$ cat src/hdl/psd_defs.vh
`ifndef PSD_DEFS_VH
`define PSD_DEFS_VH
`define PSD_CODE_W       5
`define PSD_MODE_STOP    5'h00
`define PSD_MODE_FREE    5'h08
`define PSD_MODE_ANG_HI  5'h19
`define PSD_MODE_ANG_LO  5'h1a
`define PSD_MODE_SYN_HI  5'h1b
`define PSD_MODE_SYN_LO  5'h1c
`define PSD_MODE_XSTEPS  5'h1d
`define PSD_CLK_HZ       26'h1312d00
`define PSD_ACC_W        26
`define PSD_DET_N        2
`define PSD_DET_SYNC     0
`define PSD_DET_ANG      1
`define PSD_RATE_RESET   16'h0140
`define PSD_Q1           2'h0
`define PSD_Q2           2'h2
`define PSD_Q3           2'h1
`define PSD_Q4           2'h3
`endif

$ cat src/hdl/psd_drive.v
`timescale 1ns/1ps
`include "psd_defs.vh"
module psd_drive #(
	parameter RATE_W  = 16,
	parameter COUNT_W = 24,
	parameter TALLY_W = 32
) (
	input  wire               i_clk,
	input  wire               i_reset,
	input  wire               i_motion_select_command,
	input  wire [7:0]         i_motion_code,
	input  wire [COUNT_W-1:0] i_step_count,
	input  wire               i_step_rate_setting,
	input  wire [RATE_W-1:0]  i_step_rate,
	input  wire               i_motor_controller_reinit,
	input  wire               i_sync_detector,
	input  wire               i_angle_detector,
	output reg  [RATE_W-1:0]  o_step_rate_query,
	output reg  [TALLY_W-1:0] o_steps_moved_tally,
	output reg                o_tally_valid,
	output reg  [1:0]         o_quadrant,
	output reg                o_sync_detector_level,
	output reg                o_angle_detector_level,
	output reg  [4:0]         o_motion_code,
	output reg                o_step,
	output reg                o_busy
);
	////////////////////////////////////////////////////////////////////////////////
	// Detector synchronisers: two flops per pin, then a level flop and a history flop
	// Both pins share one structure, so both see the same latency.
	wire [`PSD_DET_N-1:0] det_pin;
	wire [`PSD_DET_N-1:0] det_lvl;
	wire [`PSD_DET_N-1:0] det_prev;
	wire                  sync_lvl;
	wire                  ang_lvl;
	wire                  sync_prev;
	wire                  ang_prev;
	wire                  sync_rise;
	wire                  ang_rise;

	assign det_pin[`PSD_DET_SYNC] = i_sync_detector;
	assign det_pin[`PSD_DET_ANG]  = i_angle_detector;

	genvar g;
	generate
		for (g = 0; g < `PSD_DET_N; g = g + 1)
		begin : g_det
			reg [1:0] meta;
			reg       lvl;
			reg       prev;

			always @(posedge i_clk)
			begin
				if (i_reset)
				begin
					meta <= 2'h0;
					lvl  <= 1'b0;
					prev <= 1'b0;
				end
				else
				begin
					meta <= {meta[0], det_pin[g]};
					lvl  <= meta[1];
					prev <= lvl;
				end
			end

			assign det_lvl[g]  = lvl;
			assign det_prev[g] = prev;
		end
	endgenerate

	assign sync_lvl  = det_lvl[`PSD_DET_SYNC];
	assign ang_lvl   = det_lvl[`PSD_DET_ANG];
	assign sync_prev = det_prev[`PSD_DET_SYNC];
	assign ang_prev  = det_prev[`PSD_DET_ANG];

	// Edges seen on synchronised levels only, so a glitch on a pin cannot double count
	assign sync_rise = sync_lvl & ~sync_prev;
	assign ang_rise  = ang_lvl & ~ang_prev;

	////////////////////////////////////////////////////////////////////////////////
	// Rate setting and mode register
	reg  [RATE_W-1:0]  rate;
	reg  [4:0]         mode;
	reg  [COUNT_W-1:0] remain;
	reg  [TALLY_W-1:0] tally;
	reg                run;
	wire               tick;
	wire [4:0]         code_in;

	assign code_in = i_motion_code[4:0];

	always @(posedge i_clk)
	begin
		if (i_reset)
			rate <= `PSD_RATE_RESET;
		else if (i_step_rate_setting)
			rate <= i_step_rate;
	end

	// Motion class, latched together with the code, tells which permission applies
	localparam [1:0] CLS_STOP  = 2'h0;
	localparam [1:0] CLS_FREE  = 2'h1;
	localparam [1:0] CLS_COND  = 2'h2;
	localparam [1:0] CLS_COUNT = 2'h3;

	reg  [1:0] cls;
	reg  [1:0] next_cls;
	reg  [1:0] code_cls;
	reg        cond_ok;

	// Detector condition of the latched code; codes outside the table never pass
	always @*
	begin
		case (mode)
		`PSD_MODE_ANG_HI: cond_ok = ang_lvl;
		`PSD_MODE_ANG_LO: cond_ok = !ang_lvl;
		`PSD_MODE_SYN_HI: cond_ok = sync_lvl;
		`PSD_MODE_SYN_LO: cond_ok = !sync_lvl;
		default:          cond_ok = 1'b0;
		endcase
	end

	// Stepping permission per class, evaluated on synchronised levels
	always @*
	begin
		case (cls)
		CLS_FREE:  run = 1'b1;
		CLS_COND:  run = cond_ok;
		CLS_COUNT: run = (remain != {COUNT_W{1'b0}});
		default:   run = 1'b0;
		endcase
	end

	// Class of an incoming code; unknown codes act as stop but are still reported
	always @*
	begin
		case (code_in)
		`PSD_MODE_FREE:   code_cls = CLS_FREE;
		`PSD_MODE_ANG_HI: code_cls = CLS_COND;
		`PSD_MODE_ANG_LO: code_cls = CLS_COND;
		`PSD_MODE_SYN_HI: code_cls = CLS_COND;
		`PSD_MODE_SYN_LO: code_cls = CLS_COND;
		`PSD_MODE_XSTEPS: code_cls = CLS_COUNT;
		default:          code_cls = CLS_STOP;
		endcase
	end

	psd_rate_gen #(
		.RATE_W (RATE_W),
		.ACC_W  (`PSD_ACC_W)
	) u_rate (
		.i_clk   (i_clk),
		.i_reset (i_reset | i_motor_controller_reinit),
		.i_run   (run),
		.i_rate  (rate),
		.o_tick  (tick)
	);

	////////////////////////////////////////////////////////////////////////////////
	// Motion control, step tally
	// A step pulse in the command cycle counts toward the closing tally, so none is lost.
	wire               step_now;
	wire               is_count_mode;
	reg  [4:0]         next_mode;
	reg  [COUNT_W-1:0] next_remain;
	reg  [TALLY_W-1:0] next_tally;
	reg  [TALLY_W-1:0] next_report;
	reg                next_valid;

	assign step_now      = tick & run;
	assign is_count_mode = (cls == CLS_COUNT);

	always @*
	begin
		next_mode   = mode;
		next_cls    = cls;
		next_remain = remain;
		next_tally  = tally;
		next_report = o_steps_moved_tally;
		next_valid  = 1'b0;
		if (i_motion_select_command)
		begin
			next_mode   = code_in;
			next_cls    = code_cls;
			next_report = tally + {{(TALLY_W-1){1'b0}}, step_now};
			next_valid  = 1'b1;
			next_tally  = {TALLY_W{1'b0}};
			if (code_in == `PSD_MODE_XSTEPS)
				next_remain = i_step_count;
			else
				next_remain = {COUNT_W{1'b0}};
		end
		else if (step_now)
		begin
			next_tally = tally + {{(TALLY_W-1){1'b0}}, 1'b1};
			if (is_count_mode)
				next_remain = remain - {{(COUNT_W-1){1'b0}}, 1'b1};
		end
	end

	// Reinit clears motion and tally but keeps the programmed rate
	always @(posedge i_clk)
	begin
		if (i_reset || i_motor_controller_reinit)
		begin
			mode                <= `PSD_MODE_STOP;
			cls                 <= CLS_STOP;
			remain              <= {COUNT_W{1'b0}};
			tally               <= {TALLY_W{1'b0}};
			o_steps_moved_tally <= {TALLY_W{1'b0}};
			o_tally_valid       <= 1'b0;
			o_step              <= 1'b0;
		end
		else
		begin
			mode                <= next_mode;
			cls                 <= next_cls;
			remain              <= next_remain;
			tally               <= next_tally;
			o_steps_moved_tally <= next_report;
			o_tally_valid       <= next_valid;
			o_step              <= step_now;
		end
	end

	////////////////////////////////////////////////////////////////////////////////
	// Quadrant tracker: restart at the sync position, advance on each angle edge
	reg [1:0] quad;
	reg [1:0] next_quad;

	// A sync edge and an angle edge together: sync wins and the turn restarts
	always @*
	begin
		next_quad = quad;
		if (sync_rise)
			next_quad = `PSD_Q4; // Next angle mark opens the first quadrant
		else if (ang_rise)
		begin
			case (quad)
			`PSD_Q1: next_quad = `PSD_Q2;
			`PSD_Q2: next_quad = `PSD_Q3;
			`PSD_Q3: next_quad = `PSD_Q4;
			default: next_quad = `PSD_Q1;
			endcase
		end
	end

	// Quadrant is undefined until the first sync mark; it starts as if one just passed
	always @(posedge i_clk)
	begin
		if (i_reset)
			quad <= `PSD_Q4;
		else
			quad <= next_quad;
	end

	////////////////////////////////////////////////////////////////////////////////
	// Status outputs
	always @(posedge i_clk)
	begin
		if (i_reset)
		begin
			o_step_rate_query      <= `PSD_RATE_RESET;
			o_quadrant             <= `PSD_Q4;
			o_sync_detector_level  <= 1'b0;
			o_angle_detector_level <= 1'b0;
			o_motion_code          <= `PSD_MODE_STOP;
			o_busy                 <= 1'b0;
		end
		else
		begin
			o_step_rate_query      <= rate;
			o_quadrant             <= quad;
			o_sync_detector_level  <= sync_lvl;
			o_angle_detector_level <= ang_lvl;
			o_motion_code          <= mode;
			o_busy                 <= run;
		end
	end
endmodule

$ cat src/hdl/psd_rate_gen.v
`timescale 1ns/1ps
`include "psd_defs.vh"
// Phase accumulator: adds the rate each clock while running, ticks when the sum reaches the clock rate.
// Spacing jitters by at most one clock, average rate is exact.
module psd_rate_gen #(
	parameter RATE_W = 16,
	parameter ACC_W  = 26
) (
	input  wire              i_clk,
	input  wire              i_reset,
	input  wire              i_run,
	input  wire [RATE_W-1:0] i_rate,
	output reg               o_tick
);
	localparam [ACC_W-1:0] CLK_HZ = `PSD_CLK_HZ;

	reg  [ACC_W-1:0] acc;
	wire [ACC_W-1:0] sum;

	assign sum = acc + {{(ACC_W-RATE_W){1'b0}}, i_rate};

	always @(posedge i_clk)
	begin
		if (i_reset || !i_run)
		begin
			acc <= {ACC_W{1'b0}};
			o_tick <= 1'b0;
		end
		else if (sum >= CLK_HZ)
		begin
			acc <= sum - CLK_HZ;
			o_tick <= 1'b1;
		end
		else
		begin
			acc <= sum;
			o_tick <= 1'b0;
		end
	end
endmodule

$ cat config.mk
export PLATFORM = sky130hd
export DESIGN_NAME = psd_drive
export DESIGN_NICKNAME = d
export VERILOG_FILES = /design/src/hdl/psd_drive.v /design/src/hdl/psd_rate_gen.v
export VERILOG_INCLUDE_DIRS = /design/src /design/src/hdl
export SDC_FILE = /design/constraint.sdc
export NUM_CORES = 1
export LEC_CHECK = 0
export BUFFER_PORTS_ARGS = -buffer_cell sky130_fd_sc_hd__buf_2
export CORE_ASPECT_RATIO = 1.4
export CORE_MARGIN = 8
export CORE_UTILIZATION = 60
export CTS_BUF_LIST = sky130_fd_sc_hd__clkbuf_4 sky130_fd_sc_hd__clkbuf_8
export CTS_CLUSTER_DIAMETER = 100
export DETAILED_ROUTE_END_ITERATION = 10
export HOLD_SLACK_MARGIN = 0.15
export PLACE_DENSITY = 0.82
export SYNTH_ARGS = -nofsm -noshare
export SYNTH_HDL_FRONTEND = slang
export SYNTH_HIERARCHICAL = 1
export SYNTH_SLANG_ARGS = --single-unit
$ cat constraint.sdc
create_clock -name i_clk -period 4.7 [get_ports i_clk]
set_input_delay 0.94 -clock i_clk [delete_from_list [all_inputs] [get_ports i_clk]]
set_output_delay 0.94 -clock i_clk [all_outputs]
set_load 0.005 [all_outputs]
---- After elaboration in Yosys (flattened, before gate mapping) ----
Index checks and enable logic that the tools add are counted.
storage, ports and cells
  bits in registers ....................... 174
  bits in latches ......................... 0
  bits in writable memories ............... 0
  memory bits (read-only) ................. 0
  input port bits ......................... 55
  logic and storage cells ................. 72
  memories kept ........................... 0
cells by class
  $add $sub $neg .......................... 5
  $mul .................................... 0
  divide/modulo/power cells ............... 0
  magnitude comparators ................... 1
  equality and inequality tests ........... 15
  shift operators ......................... 0
  multiplexer cells ....................... 11
  bitwise operators ....................... 6
  reduce and logical (&&, ||, !) cells .... 13
operators with widths
  cell                                                                     count
  24-bit two-way mux                                                       4
  5-bit == test, second input constant                                     9
  32-bit by 1-bit adder with 32-bit output                                 1
  32-bit by 1-bit adder with 32-bit output, second input constant          1
  26-bit by 16-bit adder with 26-bit output                                1
  26-bit by 25-bit >= comparator with 1-bit output, second input constant  1
  26-bit two-way mux                                                       1
  26-bit by 25-bit subtractor with 26-bit output, second input constant    1
  24-bit nonzero test                                                      1
  24-bit by 1-bit subtractor with 24-bit output, second input constant     1
  2-bit case mux with 3 select lines                                       2
  2-bit == test, second input constant                                     3
  5-bit by 4-bit == test with 1-bit output, second input constant          1
  2-bit by 1-bit == test with 1-bit output, second input constant          2
  1-bit case mux with 4 select lines                                       1
  2-bit nonzero test                                                       2
  2-bit OR reduction                                                       2
  4-bit OR reduction                                                       1
  1-bit AND                                                                3
  1-bit logical NOT                                                        3
  1-bit case mux with 3 select lines                                       1
  2-bit logical NOT                                                        1
  1-bit logical OR                                                         2
  1-bit two-way mux                                                        2
  other kinds (3)                                                          4

---- Logic depth before layout (Yosys ltp) ----
  word-level depth ........................ 6
  depth in mapped cells ................... 20

---- By module ----
Netlist, hierarchy kept.
by module, submodules not included
  module        times used  cells an instance  area each (um^2)  seq. area each (um^2)
  psd_drive     1           774                6686.4            2942.8
  psd_rate_gen  1           346                2667.6            540.5

---- Least setup slack after synthesis ----
OpenSTA, ideal clock, no wires.
  path kind ............................... register -> register
  start point ............................. reg rate[1]
  end point ............................... reg u_rate.acc[23]
  library setup time ...................... 0.070 ns
  arrival time ............................ 3.404 ns
  required time ........................... 4.630 ns
  setup slack ............................. 1.226 ns
  stages on the path, launching flop included .. 15
  buffers on the path ..................... 0
  clock period less this slack ............ 3.474 ns
  path through ............................ dfxtp_1 ha_1 a211oi_1 or3_1 nand2_1 o311ai_1 ha_1 nand2_1 nor4b_1 nand4_1 nor4_1 a41o_1 o31ai_4 or4_1 a21oi_1
on the way
  cells in the longest elaborated chain, start to end .. 3
  elaborated cells on any way between the ends .. 4
ends and longest elaborated chain
  what                                                                                                                RTL line                              source
  from (decl)                                                                                                         psd_drive.v:84                        reg [RATE_W-1:0] rate;
  from (signal assigned)                                                                                              psd_drive.v:97                        rate <= `PSD_RATE_RESET;
  from (signal assigned)                                                                                              psd_drive.v:99                        rate <= i_step_rate;
  26-bit by 16-bit adder with 26-bit output (*)                                                                       psd_rate_gen.v:20                     assign sum = acc + {{(ACC_W-RATE_W){1'b0}}, i_rate};
  26-bit by 25-bit subtractor with 26-bit output or 26-bit by 25-bit >= comparator with 1-bit output (tied branches)  psd_rate_gen.v:31, psd_rate_gen.v:29
  26-bit two-way mux (*)                                                                                              psd_rate_gen.v:29                     else if (sum >= CLK_HZ)
  to (signal assigned)                                                                                                psd_rate_gen.v:26                     acc <= {ACC_W{1'b0}};
  to (signal assigned)                                                                                                psd_rate_gen.v:31                     acc <= sum - CLK_HZ;
  to (signal assigned)                                                                                                psd_rate_gen.v:36                     acc <= sum;
  to (decl)                                                                                                           psd_rate_gen.v:17                     reg [ACC_W-1:0] acc;
Mark *: on every way between the ends. The rest lies on a longest branch, timed or not.
A chain may end at the register's enable or synchronous reset.

---- Final worst setup path ----
Ends and elaborated chain as after synthesis.

==> metrics <==
Flop pwr share 53.3%; All-Layer GR Usage between 20 and 25%; ys flop type dfxtp_1; CTS H-Tree Depth 4; critical path endpoint category flop; Final min period between 4 and 5 ns; post-synthesis sequential area ratio 37.2%; leakage power ~0.0039 uW; Setup Viol. Count Final 0; Worst EP required 5.10 ns; io pins around 120; area delta synth->final 10.7%; commonest non-fill, non-tap cell in the layout dfxtp_1; PostCTS Resize Cnt 0; nets@finish approximately 1300; Place WS roughly 0.35 ns; Setup crit start kind flop; DRC 0; vias post-DR 8752; Antenna Nets Post-Route 0; fin worst setup slack 0.264 ns; Hold-fix buffers, CTS 0; Initial Utilization around three fifths; Final period util a little over nine tenths; Vias/cell 6.21; cell count after synthesis 1120; area leader, netlist dfxtp_1; total internal power 2050 uW; Slew Limit Fails 0; clock skew 0.0153 ns; status finished, final reports clean; Post-Route WL 24400 um; slew margin rel. between 30% and 40%; fin util 67.2%; initial antenna violation count 0; Synth area leaders dfxtp_1 37%, nor2_1 5.2%, a21oi_1 4.7%; ys async rst share 0%; antenna diode count 0; Worst Tran Pin Value 1.00 ns; Clk Latency, worst-skew pair 0.48 ns; drt pass-1 iters 5; WP data arrival 4.83 ns; RSZ-0062 raised after global routing no; die area 19900 um2; Clock transition at path regs 0.10 ns; Warnings, synthesis 6; clock sink total 174; Synth Register Bits 174; Yosys top cell area share between 30% and 40%; Comb pwr share between 10 and 15%; number of synthesized flops with an enable pin 0; switching pwr about 830 uW; critical path class reg -> reg; final hold violation count 0; # port buffers 111; Post-Syn Area per Cell 8.35 um2; global-route wire length before repair around 40000 um; clk buf depth 2; drt wl/cell roughly 17 um; layout cells sized above 1 15.9%; die extent in x 122 um; Clock power frac 36.6%; TritonCTS Buffers 17; grt ovf 0; most frequent cells in the layout 174 x dfxtp_1, 129 x nor2_1, 111 x buf_2; DRT iter0 DRCs 658; worst hold path class reg -> reg; Pwr per Cell Area 277 nW/um2; Cell variety after synth 93; pin count of the biggest net entering global routing between 80 and 90; Sw Ratio 28.8%; syn nets 1201; mapped cell area 9350 um2; DPL Wire Length 17600 um; Setup Fix Bufs, Post-CTS 0; max cap viols 0; RePlAce Congestion roughly 0.96; setup TNS 0 ns; CTS tree yes; Peak Freq 225 MHz; filler cell count 1345; Peak VDD IR 0.245 mV; vias in the first global route between 8000 and 9000; clock root buffer clkbuf_8; Core Area 15400 um2; Die Y 164 um; row count 54; CP Max Fanout 24
-- state kept, by name, summed over array words and instances, names as in the netlist --
name                    flops
ang_lvl                     1
cls                         2
g_det.lvl                   1
g_det.meta                  4
mode                        5
o_angle_detector_level      1
o_busy                      1
o_motion_code               5
o_quadrant                  2
o_step                      1
o_step_rate_query          16
o_steps_moved_tally        32
o_sync_detector_level       1
o_tally_valid               1
quad                        2
rate                       16
remain                     24
tally                      32
u_rate/acc                 26
u_rate/o_tick               1
-- critical path: stages (launching register included) --
cell and delay (ns):
dfxtp_1 0.35, ha_1 0.29, a211oi_1 0.41, or3_1 0.24, nand2_1 0.11, o311ai_1 0.49, ha_1 0.26, nand2_1 0.06
nor4b_1 0.25, nand4_1 0.20, nor4_1 0.41, a41o_1 0.32, o31ai_4 0.24, or4_1 0.58, a21oi_1 0.14
-- power groups by stage --
| stage | Sequential (uW) | Combinational [uW] | Clock (uW) |
|---|---|---|---|
| floorplan | 1560 | 202 | 0 |
| global placement | 1560 | 278 | 0 |
| detailed placement | 1570 | 285 | 0 |
| CTS | 1530 | 287 | 1080 |
| global route | 1540 | 319 | 1140 |
| finish | 1530 | 289 | 1050 |
-- logic make-up after synthesis --
logic type / Yosys count / share of synthesized area [%]
multiplexers: 28 / 3.04
AO/OA/AOI/OAI: 308 / 22.3
buffers and inverters: 82 / 4.03
XOR/XNOR: 57 / 5.42
flip-flops: 174 / 37.2
adder cells (fa/ha/maj): 26 / 3.56
AND/OR/NAND/NOR: 445 / 24.4
-- worst paths after layout --
kind	from	end	slack, ns	depth (start not counted)
worst max-delay path	rate[1]$_SDFFE_PP0P_	u_rate/acc[23]$_SDFF_PP0_	0.26	14
worst min-delay path	g_det[1].meta[1]$_SDFF_PP0_	ang_lvl$_SDFF_PP0_	0.46	1
worst max register to register	rate[1]$_SDFFE_PP0P_	u_rate/acc[23]$_SDFF_PP0_	0.26	14
worst min register to register	g_det[1].meta[1]$_SDFF_PP0_	ang_lvl$_SDFF_PP0_	0.46	1
-- per-layer routing --
layer	routed length, um	track usage [%]
met2	12600	44.5
met3	1250	4.06
met4	999	14.2
met5	0	0
met1	9510	26.7
-- synth_stat cells (all sizes together) (18+ instances only) --
| cell type | number |
|---|---|
| mux2i | 25 |
| or4 | 19 |
| a21oi | 90 |
| o31ai | 18 |
| nor2 | 130 |
| nand2 | 80 |
| xor2 | 20 |
| nor3 | 42 |
| buf | 25 |
| a211oi | 38 |
| nand4 | 24 |
| inv | 20 |
| dfxtp | 174 |
| nor2b | 33 |
| ha | 25 |
| nand3 | 27 |
| o21ai | 60 |
| clkbuf | 35 |
| or3 | 29 |
| xnor2 | 37 |
-- final cells by class --
type	instances	area, um2	area share (%)
repair buffers	122	638	6.16
well taps	196	245	2.37
multi-input cells	864	5500	53.1
clock inverters	14	161	1.56
flip-flops and latches	174	3480	33.6
clock buffers	18	248	2.39
inverters	22	82.6	0.797
-- through the flow --
stage               hold WS (ns)  instance area (um2)  std cells  power (uW)
floorplan                  0.414                 9350       1120        1760
global route               0.467                10400       1410        2990
CTS                        0.457                10400       1410        2900
finish                     0.455                10400       1410        2870
global placement           0.425                 9950       1378        1840
detailed placement         0.424                 9950       1378        1850
(Power assumes the default switching activity.)
